**config.mk**
```make
export PLATFORM = sky130hd
export DESIGN_NAME = dual_sample_adc_control_port
export DESIGN_NICKNAME = d
export VERILOG_FILES = /design/src/adc_ctl_pkg.sv /design/src/result_fifo.sv /design/src/dual_sample_adc_control_port.sv
export SDC_FILE = /design/constraint.sdc
export NUM_CORES = 1
export LEC_CHECK = 0
export BUFFER_PORTS_ARGS = -buffer_cell sky130_fd_sc_hd__buf_2
export CAP_MARGIN = 5
export CORE_MARGIN = 3
export CORE_UTILIZATION = 65
export DETAILED_ROUTE_END_ITERATION = 6
export PLACE_DENSITY = 0.84
export SLEW_MARGIN = 20
export SYNTH_ARGS = -nofsm -noshare
export SYNTH_HDL_FRONTEND = slang
export SYNTH_SLANG_ARGS = --single-unit
```
**constraint.sdc**
```tcl
create_clock -name clk -period 9.25 [get_ports clk]
set_input_delay 0.4625 -clock clk [delete_from_list [all_inputs] [get_ports clk]]
set_output_delay 0.4625 -clock clk [all_outputs]
set_load 0.02 [all_outputs]
```
**src/adc_ctl_pkg.sv**
```systemverilog
package adc_ctl_pkg;

   localparam int CLK_NS = 20;
   // conversion time per channel and acquisition time per pair, in ns
   localparam int CONV_NS = 400;
   localparam int ACQ_NS = 250;
   // half period of the internally generated serial clock, in ns
   localparam int SCLK_HALF_NS = 40;
   // least times round up to whole cycles
   localparam int CONV_CYC = (CONV_NS + CLK_NS - 1) / CLK_NS;
   localparam int ACQ_CYC = (ACQ_NS + CLK_NS - 1) / CLK_NS;
   localparam int SCLK_HALF_CYC = (SCLK_HALF_NS + CLK_NS - 1) / CLK_NS;
   localparam int CNT_W = 8;
   localparam logic [CNT_W-1:0] CONV_LAST = CNT_W'(CONV_CYC - 1);
   localparam logic [CNT_W-1:0] ACQ_LAST = CNT_W'(ACQ_CYC - 1);
   localparam logic [CNT_W-1:0] SCLK_LAST = CNT_W'(SCLK_HALF_CYC - 1);

   localparam int RES_BITS = 16;
   localparam int FRAME_BITS = 32;
   localparam int FIFO_DEPTH = 8;
   localparam logic [5:0] FRAME_DONE = 6'h20;

   // shared data pins in serial operation
   localparam int PIN_SERIAL_OUT = 8;
   localparam int PIN_SCLK = 9;
   localparam int PIN_OVERRUN = 11;
   localparam int PIN_HI_LSB = 12;
   localparam logic [15:0] PIN_OE_ALL = 16'hFFFF;
   localparam logic [15:0] PIN_OE_NONE = 16'h0000;

   typedef enum logic [2:0] {
      ST_IDLE = 3'b000,
      ST_CONV_A = 3'b001,
      ST_CONV_B = 3'b011,
      ST_PUSH = 3'b010,
      ST_LATCH = 3'b110,
      ST_ACQ = 3'b111
   } conv_state_e;

   typedef struct packed {
      logic rst_pin;
      logic start_n;
      logic pd;
      logic cs_n;
      logic rd_n;
      logic sclk;
      logic port_sel;
      logic clk_ext;
      logic impulse;
      logic chan_b;
   } pin_sync_s;

   // start_n rests low so a start held low through reset gives no edge
   localparam pin_sync_s PINS_RST = '{rst_pin: 1'b0, start_n: 1'b0, pd: 1'b0, cs_n: 1'b1, rd_n: 1'b1,
                                      sclk: 1'b0, port_sel: 1'b0, clk_ext: 1'b0, impulse: 1'b0, chan_b: 1'b0};

   typedef struct packed {
      logic [RES_BITS-1:0] chan_a;
      logic [RES_BITS-1:0] chan_b;
   } result_pair_s;

   typedef struct packed {
      logic [15:0] out;
      logic [15:0] oe;
   } pin_bus_s;

   typedef struct packed {
      logic busy;
      logic eoc_n;
      logic hold;
      logic low_power;
   } conv_status_s;

   localparam conv_status_s STATUS_RST = '{busy: 1'b0, eoc_n: 1'b1, hold: 1'b0, low_power: 1'b0};

endpackage

```
**src/result_fifo.sv**
```systemverilog
`timescale 1ns/1ps
// depth must be a power of two
module result_fifo #(
   parameter int WIDTH = 32,
   parameter int DEPTH = 8
) (
   input wire logic clk,
   input wire logic rst_n,
   input wire logic flush,
   input wire logic in_valid,
   output logic in_ready,
   input wire logic [WIDTH-1:0] in_data,
   output logic out_valid,
   input wire logic out_ready,
   output logic [WIDTH-1:0] out_data
);
   localparam int AW = $clog2(DEPTH);

   logic [WIDTH-1:0] mem_ff [DEPTH];
   logic [AW:0] wr_ff;
   logic [AW:0] rd_ff;
   logic [AW:0] nxt_wr;
   logic [AW:0] nxt_rd;
   logic do_wr;
   logic do_rd;

   assign in_ready = !((wr_ff[AW] != rd_ff[AW]) && (wr_ff[AW-1:0] == rd_ff[AW-1:0]));
   assign out_valid = (wr_ff != rd_ff);
   assign out_data = mem_ff[rd_ff[AW-1:0]];
   assign do_wr = in_valid && in_ready;
   assign do_rd = out_valid && out_ready;

   always_comb begin
      nxt_wr = wr_ff;
      nxt_rd = rd_ff;
      if (flush) begin
         nxt_wr = '0;
         nxt_rd = '0;
      end else begin
         if (do_wr) nxt_wr = wr_ff + 1'b1;
         if (do_rd) nxt_rd = rd_ff + 1'b1;
      end
   end

   always_ff @(posedge clk or negedge rst_n) begin
      if (!rst_n) begin
         wr_ff <= '0;
         rd_ff <= '0;
      end else begin
         wr_ff <= nxt_wr;
         rd_ff <= nxt_rd;
      end
   end

   // storage needs no reset; pointers guard it
   always_ff @(posedge clk) begin
      if (do_wr && !flush) mem_ff[wr_ff[AW-1:0]] <= in_data;
   end
endmodule

```
**src/dual_sample_adc_control_port.sv**
```systemverilog
`timescale 1ns/1ps
module dual_sample_adc_control_port #(
   parameter int DEPTH = adc_ctl_pkg::FIFO_DEPTH
) (
   input wire logic clk,
   input wire logic rst_n,
   input wire logic reset_in,
   input wire logic convert_start_n,
   input wire logic power_down_in,
   input wire logic impulse_mode,
   input wire logic port_select,
   input wire logic serial_clock_source,
   input wire logic chan_b_select,
   input wire logic cs_n,
   input wire logic rd_n,
   input wire logic sclk_in,
   input wire adc_ctl_pkg::result_pair_s sample_in,
   output adc_ctl_pkg::pin_bus_s data_pins,
   output adc_ctl_pkg::conv_status_s status,
   output logic read_overrun_flag
);

////////////////////////////////////////////////////////////////////////////////
   adc_ctl_pkg::pin_sync_s raw;
   adc_ctl_pkg::pin_sync_s s1_ff;
   adc_ctl_pkg::pin_sync_s s2_ff;
   adc_ctl_pkg::pin_sync_s s3_ff;
   adc_ctl_pkg::pin_sync_s pins_q_ff;
   adc_ctl_pkg::pin_sync_s pins_d_ff;
   adc_ctl_pkg::pin_sync_s nxt_pins_q;

   assign raw = {reset_in, convert_start_n, power_down_in, cs_n, rd_n, sclk_in,
                 port_select, serial_clock_source, impulse_mode, chan_b_select};

   // a level counts only once the second and third stages agree
   always_comb begin
      nxt_pins_q = (s3_ff & ~(s2_ff ^ s3_ff)) | (pins_q_ff & (s2_ff ^ s3_ff));
   end

   always_ff @(posedge clk or negedge rst_n) begin
      if (!rst_n) begin
         s1_ff <= adc_ctl_pkg::PINS_RST;
         s2_ff <= adc_ctl_pkg::PINS_RST;
         s3_ff <= adc_ctl_pkg::PINS_RST;
         pins_q_ff <= adc_ctl_pkg::PINS_RST;
         pins_d_ff <= adc_ctl_pkg::PINS_RST;
      end else begin
         s1_ff <= raw;
         s2_ff <= s1_ff;
         s3_ff <= s2_ff;
         pins_q_ff <= nxt_pins_q;
         pins_d_ff <= pins_q_ff;
      end
   end

   logic start_edge;
   logic rd_en;
   logic serial;
   logic ext;
   assign start_edge = pins_d_ff.start_n && !pins_q_ff.start_n;
   assign rd_en = !pins_q_ff.cs_n && !pins_q_ff.rd_n;
   assign serial = pins_q_ff.port_sel;
   assign ext = pins_q_ff.clk_ext;

////////////////////////////////////////////////////////////////////////////////
   adc_ctl_pkg::conv_state_e state_ff;
   adc_ctl_pkg::conv_state_e nxt_state;
   logic [adc_ctl_pkg::CNT_W-1:0] cnt_ff;
   logic [adc_ctl_pkg::CNT_W-1:0] nxt_cnt;
   adc_ctl_pkg::result_pair_s cap_ff;
   adc_ctl_pkg::result_pair_s nxt_cap;
   adc_ctl_pkg::conv_status_s status_ff;
   adc_ctl_pkg::conv_status_s nxt_status;
   logic fifo_in_ready;
   logic fifo_out_valid;
   logic fifo_out_ready;
   logic [adc_ctl_pkg::FRAME_BITS-1:0] fifo_out_data;

   always_comb begin
      nxt_state = state_ff;
      nxt_cnt = cnt_ff;
      nxt_cap = cap_ff;
      nxt_status.eoc_n = 1'b1;
      if (pins_q_ff.rst_pin) begin
         nxt_state = adc_ctl_pkg::ST_IDLE;
         nxt_cnt = '0;
      end else begin
         case (state_ff)
            adc_ctl_pkg::ST_IDLE: begin
               if (start_edge && !pins_q_ff.pd) begin
                  nxt_state = adc_ctl_pkg::ST_CONV_A;
                  nxt_cnt = adc_ctl_pkg::CONV_LAST;
                  nxt_cap = sample_in;
               end
            end
            adc_ctl_pkg::ST_CONV_A: begin
               if (cnt_ff == '0) begin
                  nxt_status.eoc_n = 1'b0;
                  nxt_state = adc_ctl_pkg::ST_CONV_B;
                  nxt_cnt = adc_ctl_pkg::CONV_LAST;
               end else begin
                  nxt_cnt = cnt_ff - 1'b1;
               end
            end
            adc_ctl_pkg::ST_CONV_B: begin
               if (cnt_ff == '0) begin
                  nxt_status.eoc_n = 1'b0;
                  nxt_state = adc_ctl_pkg::ST_PUSH;
               end else begin
                  nxt_cnt = cnt_ff - 1'b1;
               end
            end
            // a full buffer stalls here and keeps busy high
            adc_ctl_pkg::ST_PUSH: begin
               if (fifo_in_ready) nxt_state = adc_ctl_pkg::ST_LATCH;
            end
            // busy falls only once the buffer has drained into the shifter
            adc_ctl_pkg::ST_LATCH: begin
               if (!fifo_out_valid) begin
                  nxt_state = adc_ctl_pkg::ST_ACQ;
                  nxt_cnt = adc_ctl_pkg::ACQ_LAST;
               end
            end
            adc_ctl_pkg::ST_ACQ: begin
               if (cnt_ff != '0) begin
                  nxt_cnt = cnt_ff - 1'b1;
               end else if (pins_q_ff.impulse && !pins_q_ff.start_n && !pins_q_ff.pd) begin
                  nxt_state = adc_ctl_pkg::ST_CONV_A;
                  nxt_cnt = adc_ctl_pkg::CONV_LAST;
                  nxt_cap = sample_in;
               end else begin
                  nxt_state = adc_ctl_pkg::ST_IDLE;
               end
            end
            default: nxt_state = adc_ctl_pkg::ST_IDLE;
         endcase
      end
      nxt_status.hold = (nxt_state == adc_ctl_pkg::ST_CONV_A) || (nxt_state == adc_ctl_pkg::ST_CONV_B);
      nxt_status.busy = nxt_status.hold || (nxt_state == adc_ctl_pkg::ST_PUSH) ||
                        (nxt_state == adc_ctl_pkg::ST_LATCH);
      nxt_status.low_power = pins_q_ff.pd && (nxt_state == adc_ctl_pkg::ST_IDLE);
   end

   always_ff @(posedge clk or negedge rst_n) begin
      if (!rst_n) begin
         state_ff <= adc_ctl_pkg::ST_IDLE;
         cnt_ff <= '0;
         cap_ff <= '0;
         status_ff <= adc_ctl_pkg::STATUS_RST;
      end else begin
         state_ff <= nxt_state;
         cnt_ff <= nxt_cnt;
         cap_ff <= nxt_cap;
         status_ff <= nxt_status;
      end
   end
   assign status = status_ff;

   result_fifo #(
      .WIDTH(adc_ctl_pkg::FRAME_BITS),
      .DEPTH(DEPTH)
   ) u_fifo (
      .clk(clk),
      .rst_n(rst_n),
      .flush(pins_q_ff.rst_pin),
      .in_valid(state_ff == adc_ctl_pkg::ST_PUSH),
      .in_ready(fifo_in_ready),
      .in_data(cap_ff),
      .out_valid(fifo_out_valid),
      .out_ready(fifo_out_ready),
      .out_data(fifo_out_data)
   );

////////////////////////////////////////////////////////////////////////////////
   logic [adc_ctl_pkg::FRAME_BITS-1:0] shift_ff;
   logic [adc_ctl_pkg::FRAME_BITS-1:0] nxt_shift;
   logic [5:0] bit_cnt_ff;
   logic [5:0] nxt_bit_cnt;
   logic loaded_ff;
   logic nxt_loaded;
   logic ovr_ff;
   logic nxt_ovr;
   logic serial_result_ff;
   logic nxt_serial_result;
   logic sclk_gen_ff;
   logic nxt_sclk_gen;
   logic [adc_ctl_pkg::CNT_W-1:0] div_ff;
   logic [adc_ctl_pkg::CNT_W-1:0] nxt_div;
   adc_ctl_pkg::pin_bus_s pins_ff;
   adc_ctl_pkg::pin_bus_s nxt_pins;
   logic read_busy;
   logic ext_rise;
   logic int_run;
   logic int_rise;
   logic shift_evt;
   logic load;
   logic [adc_ctl_pkg::RES_BITS-1:0] par_word;

   assign read_busy = (bit_cnt_ff != '0) && (bit_cnt_ff != adc_ctl_pkg::FRAME_DONE);
   // an internally clocked read finishes before the next result is latched
   assign fifo_out_ready = !(serial && !ext && read_busy);
   assign load = fifo_out_valid && fifo_out_ready;
   assign ext_rise = serial && ext && !pins_q_ff.cs_n && pins_q_ff.sclk && !pins_d_ff.sclk;
   assign int_run = serial && !ext && rd_en && loaded_ff &&
                    ((bit_cnt_ff != adc_ctl_pkg::FRAME_DONE) || sclk_gen_ff);
   assign int_rise = int_run && (div_ff == '0) && !sclk_gen_ff && (bit_cnt_ff != adc_ctl_pkg::FRAME_DONE);
   assign shift_evt = (ext_rise || int_rise) && (bit_cnt_ff != adc_ctl_pkg::FRAME_DONE);
   assign par_word = pins_q_ff.chan_b ? shift_ff[adc_ctl_pkg::RES_BITS-1:0] :
                     shift_ff[adc_ctl_pkg::FRAME_BITS-1:adc_ctl_pkg::RES_BITS];

   always_comb begin
      nxt_shift = shift_ff;
      nxt_bit_cnt = bit_cnt_ff;
      nxt_loaded = loaded_ff;
      nxt_ovr = 1'b0;
      nxt_serial_result = serial_result_ff;
      nxt_sclk_gen = 1'b0;
      nxt_div = '0;
      if (pins_q_ff.rst_pin) begin
         nxt_shift = '0;
         nxt_bit_cnt = '0;
         nxt_loaded = 1'b0;
         nxt_serial_result = 1'b0;
      end else if (load) begin
         nxt_shift = fifo_out_data;
         nxt_bit_cnt = '0;
         nxt_loaded = 1'b1;
         nxt_ovr = serial && ext && read_busy;
      end else begin
         if (shift_evt) begin
            nxt_serial_result = shift_ff[adc_ctl_pkg::FRAME_BITS-1];
            nxt_shift = {shift_ff[adc_ctl_pkg::FRAME_BITS-2:0], 1'b0};
            nxt_bit_cnt = bit_cnt_ff + 1'b1;
         end
         if (int_run) begin
            nxt_sclk_gen = sclk_gen_ff;
            nxt_div = div_ff - 1'b1;
            if (div_ff == '0) begin
               nxt_sclk_gen = !sclk_gen_ff;
               nxt_div = adc_ctl_pkg::SCLK_LAST;
            end
         end
      end
      nxt_pins.out = par_word;
      nxt_pins.oe = rd_en ? adc_ctl_pkg::PIN_OE_ALL : adc_ctl_pkg::PIN_OE_NONE;
      if (serial) begin
         nxt_pins.oe = adc_ctl_pkg::PIN_OE_NONE;
         nxt_pins.out[adc_ctl_pkg::PIN_SERIAL_OUT] = serial_result_ff;
         nxt_pins.oe[adc_ctl_pkg::PIN_SERIAL_OUT] = rd_en;
         nxt_pins.out[adc_ctl_pkg::PIN_SCLK] = sclk_gen_ff;
         nxt_pins.oe[adc_ctl_pkg::PIN_SCLK] = !ext;
         nxt_pins.out[adc_ctl_pkg::PIN_OVERRUN] = ovr_ff;
         nxt_pins.oe[adc_ctl_pkg::PIN_OVERRUN] = ext;
      end
   end

   always_ff @(posedge clk or negedge rst_n) begin
      if (!rst_n) begin
         shift_ff <= '0;
         bit_cnt_ff <= '0;
         loaded_ff <= 1'b0;
         ovr_ff <= 1'b0;
         serial_result_ff <= 1'b0;
         sclk_gen_ff <= 1'b0;
         div_ff <= '0;
         pins_ff <= '0;
      end else begin
         shift_ff <= nxt_shift;
         bit_cnt_ff <= nxt_bit_cnt;
         loaded_ff <= nxt_loaded;
         ovr_ff <= nxt_ovr;
         serial_result_ff <= nxt_serial_result;
         sclk_gen_ff <= nxt_sclk_gen;
         div_ff <= nxt_div;
         pins_ff <= nxt_pins;
      end
   end
   assign data_pins = pins_ff;
   assign read_overrun_flag = ovr_ff;
endmodule

```
## Word-level counts from Yosys, hierarchy flattened

Memories as Yosys holds them, arrays and structs flattened.
Cells that the tools add are included.

- Register bits: 179
- Output and inout bits: 37
- Word-level logic and storage cells: 207
- RAM bits: 256
- Bits of input ports: 44
- Memories: 1

- Mux-type cells: 56
- Bitwise logic cells: 6
- Reduce and logical (&&, ||, !) cells: 56
- Add/subtract/negate cells: 5
- Equality and inequality tests: 22

Memories:

| memory | depth | bits a word | read ports | clocked after memory_dff | write ports | line | text |
|---|---|---|---|---|---|---|---|
| u_fifo.mem_ff | 8 | 32 | 1 | 0 | 1 | result_fifo.sv:19 | `logic [WIDTH-1:0] mem_ff [DEPTH];` |

Operators by type and width:

| cell | number |
|---|---|
| 32-bit two-way mux | 6 |
| 8-bit two-way mux | 11 |
| 32-bit one-hot mux with 2 select lines | 1 |
| 16-bit two-way mux | 3 |
| 8-bit one-hot mux with 5 select lines | 1 |
| 1-bit logical AND | 25 |
| 3-bit two-way mux | 7 |
| 10-bit AND | 2 |
| 1-bit two-way mux | 18 |
| 6-bit two-way mux | 3 |
| 3-bit one-hot mux with 6 select lines | 1 |
| 8-bit logical NOT | 2 |
| 4-bit two-way mux | 4 |
| 8-bit by 1-bit subtractor with 8-bit output, second input constant | 2 |
| 3-bit by 2-bit == test with 1-bit output, second input constant | 4 |
| 6-bit nonzero test | 2 |
| 1-bit logical NOT | 10 |
| 10-bit NOT | 1 |
| 10-bit OR | 1 |
| 5-bit AND reduction | 2 |
| 10-bit XOR | 1 |
| 3-bit == test, second input constant | 3 |
| 3-bit inequality test, second input constant | 3 |
| 4-bit by 1-bit adder with 4-bit output, second input constant | 2 |
| other kinds (18) | 30 |

## Logic depth before layout (Yosys ltp)

Gate-level depths: netlist of run 1.

- Word-level depth: 13
- Depth in mapped cells: 10
- Mapped depth without buffers: 7

## Hierarchy

A second synthesis of run 1 with hierarchy kept.

- Cell total of the unflattened synthesis: 1032
- Area total of the unflattened synthesis: 17210.3 sq um

Modules (own cells, without submodules):

| module | instances | cells an instance | area an instance (sq um) | seq. area each (sq um) |
|---|---|---|---|---|
| result_fifo | 1 | 453 | 10371.2 | 7887.6 |
| dual_sample_adc_control_port | 1 | 579 | 6839.1 | 3990.1 |

## Worst setup path after synthesis of run 1

No wires, ideal clock.

- Path type: reg2reg
- From: reg state_ff[0]
- To: mem u_fifo.mem_ff[4][0], enable pin
- Clock period less this slack: 5.057 ns
- Path buffers: 1
- Required time: 8.749 ns
- Setup slack: 4.193 ns
- Setup time: 0.501 ns
- Cell stages (with the launch flop): 6
- Arrival: 4.556 ns
- Cells stage by stage: dfrtp_1 -> clkbuf_1 -> or3b_2 -> a41oi_2 -> nand2_1 -> nor4_1

- Word-level cells in the longest chain between the ends: 5

Ends and longest elaborated chain:

| element | line | text |
|---|---|---|
| start, declared | dual_sample_adc_control_port.sv:66 | `adc_ctl_pkg::conv_state_e state_ff;` |
| start signal, assigned | dual_sample_adc_control_port.sv:146 | `state_ff <= adc_ctl_pkg::ST_IDLE;` |
| start signal, assigned | dual_sample_adc_control_port.sv:151 | `state_ff <= nxt_state;` |
| 3-bit by 2-bit == test with 1-bit output | dual_sample_adc_control_port.sv:166 | `.in_valid(state_ff == adc_ctl_pkg::ST_PUSH),` |
| 1-bit logical AND | result_fifo.sv:30 | `assign do_wr = in_valid && in_ready;` |
| 1-bit logical AND | result_fifo.sv:57 | `if (do_wr && !flush) mem_ff[wr_ff[AW-1:0]] <= in_data;` |
| 1-bit two-way mux | result_fifo.sv:57 |  |
| 1-bit two-way mux (implied by the code) | result_fifo.sv:57 |  |
| end, declared | result_fifo.sv:19 |  |

Every way passes these cells.

## Worst setup path after layout of run 1

- From: reg u_fifo.rd_ff[2]
- To: mem u_fifo.mem_ff[7][24], enable pin

- Word-level cells in the longest chain between the ends: 7

Ends and longest elaborated chain:

| element | line | text |
|---|---|---|
| start, declared | result_fifo.sv:21 | `logic [AW:0] rd_ff;` |
| start signal, assigned | result_fifo.sv:51 | `rd_ff <= nxt_rd;` |
| 3-bit == test | result_fifo.sv:27 | `assign in_ready = !((wr_ff[AW] != rd_ff[AW]) && (wr_ff[AW-1:0] == rd_ff[AW-1:0]));` |
| 1-bit logical AND | result_fifo.sv:27 |  |
| 1-bit logical NOT | result_fifo.sv:27 |  |
| 1-bit logical AND | result_fifo.sv:30 |  |
| 1-bit logical AND | result_fifo.sv:57 |  |
| 1-bit two-way mux | result_fifo.sv:57 |  |
| 1-bit two-way mux (implied by the code) | result_fifo.sv:57 |  |

Every way passes these cells.

==> impl_metrics.ini, run 1 <==
[final_layout]
num-nets-final = 1082
area.sequential_sq_mm = 0.01189
utilization = 0.7542
fillerInstances = 1400
drive_gt1_frac = 0.2838
antenna_cells = 0
post_layout_nonfiller_instances = 1388
multiInputGateArea_sq_mm = 0.004419
area_growth_syn_to_layout_pct = 12.20

[yosys]
synth_fa_ha_area_frac = 0.01128
share_of_the_yosys_chip_area_belonging_to_registers = 0.7140
combinational_family_with_the_most_area_after_synthesis = multiplexers
netlist-cell-type-count = 72
share_of_cell_area_taken_by_muxes_after_synthesis = 0.1395
synth.top_cell.area_share = 0.4621
synth-warning-count = 0
postSynthNetCount = 1012
area_fraction_in_compound_gates_after_synthesis = 0.05077
synth_area_leader_cell = sky130_fd_sc_hd__edfxtp_1
ys_async_sr_fraction = 0.3948
register_bit_count_reported_by_yosys = 423
synthCells = 961
post_synth_xor_area_fraction = 0.01188
synth-simple-area-share = 0.04874
synth_area_per_cell_sq_um = 17.31
syn-cell-area_sq_mm = 0.01663
synth.area.top_cells = sky130_fd_sc_hd__edfxtp_1 (46%), sky130_fd_sc_hd__dfrtp_1 (24%), sky130_fd_sc_hd__mux4_2 (8.7%)
synth-edff-count = 256
yosys_most_used_dff = sky130_fd_sc_hd__edfxtp_1

[min_path]
timing.hold.worst.class = input port to async pin

[routing]
initialDrtViolationCount = 949
route.detailed.wl_per_inst_um = 23.60
routed-wl-met3_mm = 2.013
sum_of_routed_wire_segments_on_met1_mm = 13.28
wirelength_mm = 32.76
num_vias = 8830
post_drt_via_cell_ratio = 6.362
met2RoutedLength_mm = 16.58
drc = 0
highest-signal-layer = met4
drt-pass1-iter-count = 5
postRouteAntennaNets = 0

[power_and_ir_drop]
power_density_mw_per_mm2 = 272.9
peakVddDrop_v = 0.0002012
power.static_leakage_nw = 6.808

[setup_path]
worst_setup_path_startpoint = u_fifo.rd_ff[2]$_DFFE_PN0P_
path_max_fanout = 65
crit-reg2reg-capture = u_fifo.mem_ff[7][24]$_DFFE_PP_
critical-path-slowest-cell = sky130_fd_sc_hd__nor2_4
crit_end = u_fifo.mem_ff[7][24]$_DFFE_PP_
timing.critical_path.arrival_ns = 3.48
critical_path_class = flip-flop to flip-flop
setup.worst_path.start_class = flip-flop
r2r_slack_ns = 5.91
timing.critical_path.required_ns = 9.39
cell_breakdown_of_the_critical_path = buf_4 > xnor2_2 > a41oi_2 > nand3_1 > nor2_4
critPathMaxStageDelay_ns = 0.88
start_of_the_worst_register_to_register_path = u_fifo.rd_ff[2]$_DFFE_PN0P_
worst_setup_path_end_kind = flip-flop
reg2reg_depth = 5

[grt]
number_of_global_route_vias_before_repair = 9098
grt_pass1_wl_mm = 52.13
antenna_found_initial = 0
globalRouteTotalUtil = 0.2413
overflow = 0
grt_start_max_net_pins = 101

[clock_network]
clock_latency_ns = 0.53
cts_max_path_buffers = 3
htree_levels = 2
post_cts_resize_count = 0
clock_sink_count = 423
worst_setup_hold_path_clk_slew_ns = 0.06
post_cts_buffers = 0
cts_root_buffer = sky130_fd_sc_hd__clkbuf_16
cts-buffers-inserted = 41
hold_buffers = 0
clock_tree_from_tritoncts = done

[run_status]
run_status = completed

[timing]
worstMarginPinSlew_ns = 1.097
setup_viol = 0
min_period_ns = 3.344
slew_limit_fails = 0
rsz0062_at_grt = no
max_freq_mhz = 299.1
setup_total_negative_slack_ns = 0
slew_headroom = 0.2672
hold_viol_final = 0
clock_skew_ns = 0.01498
timing.final.crit_share = 0.3615

[floorplan]
die_h_um = 166.0
design.portCount = 81
floorplan.initialDensity = 0.6722
fp-row-count = 57
design.die.area_sq_mm = 0.02755
core-area_sq_mm = 0.02475
width_of_the_die_um = 166.0

[placed_design]
gp_congestion = 0.8681
dp.cells = 1312
detailedPlacementHpwl_mm = 18.09
port_buffers = 80

[run]
cap_viol_max_count = 0
## cells in the mapped netlist (3+ instances only)
master,number
sky130_fd_sc_hd__a211oi_1,3
sky130_fd_sc_hd__a21o_1,3
sky130_fd_sc_hd__a21oi_1,43
sky130_fd_sc_hd__a221oi_1,31
sky130_fd_sc_hd__a32o_1,3
sky130_fd_sc_hd__and2_1,4
sky130_fd_sc_hd__buf_1,3
sky130_fd_sc_hd__buf_2,22
sky130_fd_sc_hd__buf_4,17
sky130_fd_sc_hd__clkbuf_1,24
sky130_fd_sc_hd__dfrtp_1,158
sky130_fd_sc_hd__dfstp_2,9
sky130_fd_sc_hd__edfxtp_1,256
sky130_fd_sc_hd__ha_1,7
sky130_fd_sc_hd__inv_1,12
sky130_fd_sc_hd__maj3_1,10
sky130_fd_sc_hd__mux2_2,45
sky130_fd_sc_hd__mux2i_1,35
sky130_fd_sc_hd__mux4_2,64
sky130_fd_sc_hd__nand2_1,62
sky130_fd_sc_hd__nand2b_1,5
sky130_fd_sc_hd__nand3_1,10
sky130_fd_sc_hd__nand4_1,3
sky130_fd_sc_hd__nor2_1,32
sky130_fd_sc_hd__nor2b_1,3
sky130_fd_sc_hd__nor3_1,14
sky130_fd_sc_hd__nor3b_1,4
sky130_fd_sc_hd__nor4_1,5
sky130_fd_sc_hd__o211ai_1,4
sky130_fd_sc_hd__o21ai_0,6
sky130_fd_sc_hd__xnor2_1,9
sky130_fd_sc_hd__xnor2_2,3
sky130_fd_sc_hd__xor2_1,8
## routing by layer
layer | vias up | track usage
li1 | 3856 | -
met1 | 4575 | 0.3421
met2 | 331 | 0.3951
met3 | 68 | 0.04189
met4 | 0 | 0.07233
met5 | - | 0
## cell families after synthesis
logic type                 Yosys count
AOI/OAI and AO/OA                  116
xor gates and xnor gates            20
adders and majority gates           17
buffers and inverters               79
DFF                                423
muxes                              146
and+or+nand+nor                    160
## metrics by stage
stage / instance area [sq um] / setup WS, ns / power (mW) / hold slack, ns
finish: 18660 / 5.906 / 5.094 / 0.03277
global route: 18660 / 5.700 / 5.313 / 0.02362
CTS: 18660 / 5.847 / 5.126 / 0.01438
detailed placement: 17270 / 5.946 / 3.420 / 0.3373
global placement: 17270 / 6.027 / 3.372 / 0.3332
floorplan: 16630 / 4.193 / 3.154 / 0.1669
## cell type report
type / count / share of cell area
Timing Repair Buffer: 94 / 0.02742
Inverter: 12 / 0.002413
Clock inverter: 20 / 0.01193
Multi-Input combinational cell: 459 / 0.2368
Clock buffer: 56 / 0.06295
Sequential cell: 423 / 0.6368
Tap cell: 324 / 0.02172
## worst min-delay path by stage
stage,cells past startpoint,slack (ns),from,to
after floorplan,0,0.17,rst_n,async pin
after global placement,0,0.33,s1_ff[7]$_DFF_PN0_,s2_ff[7]$_DFF_PN0_
after detailed placement,0,0.34,s1_ff[2]$_DFF_PN0_,s2_ff[2]$_DFF_PN0_
after CTS,1,0.01,cs_n,s1_ff[6]$_DFF_PN1_
after global routing,1,0.02,cs_n,s1_ff[6]$_DFF_PN1_
final,1,0.03,rst_n,div_ff[3]$_DFF_PN0_
## state kept, by name, indices dropped and copies added (netlist names), 6 cells and up, named ones only
register and cells:
u_fifo.mem_ff 256, cap_ff 32, shift_ff 32, data_pins 20, s1_ff 10, s2_ff 10
s3_ff 10, cnt_ff 8, div_ff 8, bit_cnt_ff 6
## cells in the final DEF (no fill, tap or decap), types with 35 or more instances in the layout
master                      count
sky130_fd_sc_hd__edfxtp_1     256
sky130_fd_sc_hd__dfrtp_1      154
sky130_fd_sc_hd__buf_2         79
sky130_fd_sc_hd__mux4_2        64
sky130_fd_sc_hd__nand2_1       62
sky130_fd_sc_hd__mux2_2        45
sky130_fd_sc_hd__a21oi_1       43
sky130_fd_sc_hd__clkbuf_16     43
sky130_fd_sc_hd__mux2i_1       35
## report_power, final
part,total (mW),leakage [nW],switching [mW],internal (mW)
Combinational,0.778,1.70,0.434,0.344
Sequential,2.62,4.43,0.262,2.36
Clock,1.70,0.685,0.668,1.03
Total,5.09,6.81,1.36,3.73
## critical path, delay by kind of cell, from the launching register on
family | cells | cell delay [ns]
AND/OR/NAND/NOR | 2 | 1.14
XOR/XNOR | 1 | 0.20
AO/OA/AOI/OAI | 1 | 0.53
buffers and inverters | 1 | 0.71
flip-flops | 1 | 0.34
No activity file was read; power rests on OpenSTA's default activity.
==> inputs of run 2 (changes only) <==
Settings changed: CORE_UTILIZATION 65 to 61, PLACE_DENSITY 0.84 to 0.79.
Clock period 9.25 ns to 3.3 ns, I/O delays scaled along.
==> run 2 against run 1 <==
  * Fmax rose by 28%
  * Final cell count increased by 4.7%
  * Core utilization fell by 2.9 points
  * Register-to-register slack worse by 5.2 ns
  * Clock skew decreased by 0.0021 ns
  * Sequential share of layout area fell by 1.7 points
==> impl_metrics.ini, run 2 (synthesis results as in run 1) <==
[timing]
setup_total_negative_slack_ns = 0
rsz0062_at_grt = no
worstMarginPinSlew_ns = 0.8680
timing.final.crit_share = 0.7945
clock_skew_ns = 0.01293
hold_viol_final = 0
max_freq_mhz = 381.4
slew_limit_fails = 0
min_period_ns = 2.622
timing.hold.ws_ns = 0.2444
slew_headroom = 0.4213
setup_viol = 0

[floorplan]
die_h_um = 171.1
design.portCount = 81
floorplan.initialDensity = 0.6294
core-area_sq_mm = 0.02643
design.die.area_sq_mm = 0.02929
width_of_the_die_um = 171.1
fp-row-count = 59

[routing]
num_vias = 8958
drt-pass1-iter-count = 5
route.detailed.wl_per_inst_um = 22.59
initialDrtViolationCount = 920
wirelength_mm = 32.82
postRouteAntennaNets = 0
drc = 0
post_drt_via_cell_ratio = 6.165

[clock_network]
worst_setup_hold_path_clk_slew_ns = 0.06
cts-buffers-inserted = 42
clock_latency_ns = 0.54
htree_levels = 2
clock_sink_count = 423
cts_root_buffer = sky130_fd_sc_hd__clkbuf_16
cts_max_path_buffers = 3
clock_tree_from_tritoncts = done
post_cts_resize_count = 0

[run]
cap_viol_max_count = 0

[run_status]
run_status = completed

[final_layout]
num-nets-final = 1135
multiInputGateArea_sq_mm = 0.004469
area.sequential_sq_mm = 0.01189
largest_reg_flops = 256
commonest_non_fill_non_tap_cell_in_the_layout = sky130_fd_sc_hd__edfxtp_1
area_growth_syn_to_layout_pct = 15.28
drive_gt1_frac = 0.2746
antenna_cells = 0
utilization = 0.7256
most-common-layout-cells = sky130_fd_sc_hd__edfxtp_1 (256), sky130_fd_sc_hd__dfrtp_1 (154), sky130_fd_sc_hd__buf_2 (79)
fillerInstances = 1623

[grt]
antenna_found_initial = 1
number_of_global_route_vias_before_repair = 9076
grt_pass1_wl_mm = 52.36
overflow = 0
globalRouteTotalUtil = 0.2341
grt_start_max_net_pins = 83

[setup_path]
critical_path_class = flip-flop to flip-flop
r2r_slack_ns = 0.68
timing.critical_path.arrival_ns = 3.09
worst_setup_path_end_kind = flip-flop
critPathMaxStageDelay_ns = 0.60
path_max_fanout = 7
cell_breakdown_of_the_critical_path = inv_1 > ha_1 > nor4b_4 > nand2_2 > a311o_1 > nor3_1 > a221o_1
critical-path-slowest-cell = sky130_fd_sc_hd__nor3_1
setup.worst_path.start_class = flip-flop
reg2reg_depth = 7
crit-reg2reg-capture = cnt_ff[4]$_DFFE_PN0P_
worst_setup_path_startpoint = cnt_ff[0]$_DFFE_PN0P_
start_of_the_worst_register_to_register_path = cnt_ff[0]$_DFFE_PN0P_
crit_end = cnt_ff[4]$_DFFE_PN0P_
timing.critical_path.required_ns = 3.77

[power_and_ir_drop]
peakVddDrop_v = 0.0005399
power.static_leakage_nw = 6.988
power_density_mw_per_mm2 = 728.5

[placed_design]
port_buffers = 80
gp_congestion = 0.8658
detailedPlacementHpwl_mm = 18.78

[min_path]
timing.hold.worst.class = input port to async pin
run 2: layer usage:
layer	vias up	wire, um	global-route usage
met5	-	0	0
met4	0	580	0.05563
met3	46	1896	0.03558
met2	296	16600	0.3902
met1	4647	13740	0.3339
li1	3969	-	-
run 2: how the worst min path moves through the flow:
| stage | slack [ns] | to | cells past startpoint |
|---|---|---|---|
| floorplan | -0.13 | async pin | 0 |
| CTS | 0.25 | s1_ff[5]$_DFF_PN1_ | 2 |
| global route | 0.28 | s1_ff[8]$_DFF_PN0_ | 2 |
| global placement | 0.25 | div_ff[3]$_DFF_PN0_ | 1 |
| finish | 0.24 | cap_ff[29]$_DFFE_PN0P_ | 2 |
| detailed placement | 0.26 | div_ff[3]$_DFF_PN0_ | 1 |
run 2: repair_timing:
item                      4_1_cts  5_1_grt
buffers inserted                0        0
hold endpoints to repair      120        0
hold buffers                   43        0
run 2: worst max-delay path, delay by kind of cell, from the launching register on:
kind / cells / cell delay, ns
buffers and inverters: 1 / 0.09
adder cells (fa/ha/maj): 1 / 0.27
AND/OR/NAND/NOR: 3 / 1.07
AO/OA/AOI/OAI: 2 / 0.73
flip-flops: 1 / 0.41
run 2: final cells by class:
class                           instances  area share
Sequential cell                       423      0.6198
Multi-Input combinational cell        459      0.2331
Clock buffer                           65     0.06199
Timing Repair Buffer                  146     0.05657
Tap cell                              335     0.02186
Clock inverter                         13    0.004372
Inverter                               12    0.002349
run 2: through the flow:
stage          worst slack (ns)  power [mW]  std cells  instance area [sq um]
2_1_floorplan           -0.4369       8.845        961                  16680
3_3_place_gp             0.7720       9.540       1332                  17470
3_5_place_dp             0.6891       9.640       1332                  17470
4_1_cts                  0.6894       14.09       1453                  19180
5_1_grt                  0.4935       14.61       1453                  19180
6_report                 0.6781       13.97       1453                  19180
run 2: power by group:
part | switching [mW] | total (mW) | internal (mW)
clock network | 1.88 | 4.38 | 2.50
logic | 1.27 | 2.30 | 1.02
registers | 0.686 | 7.29 | 6.61
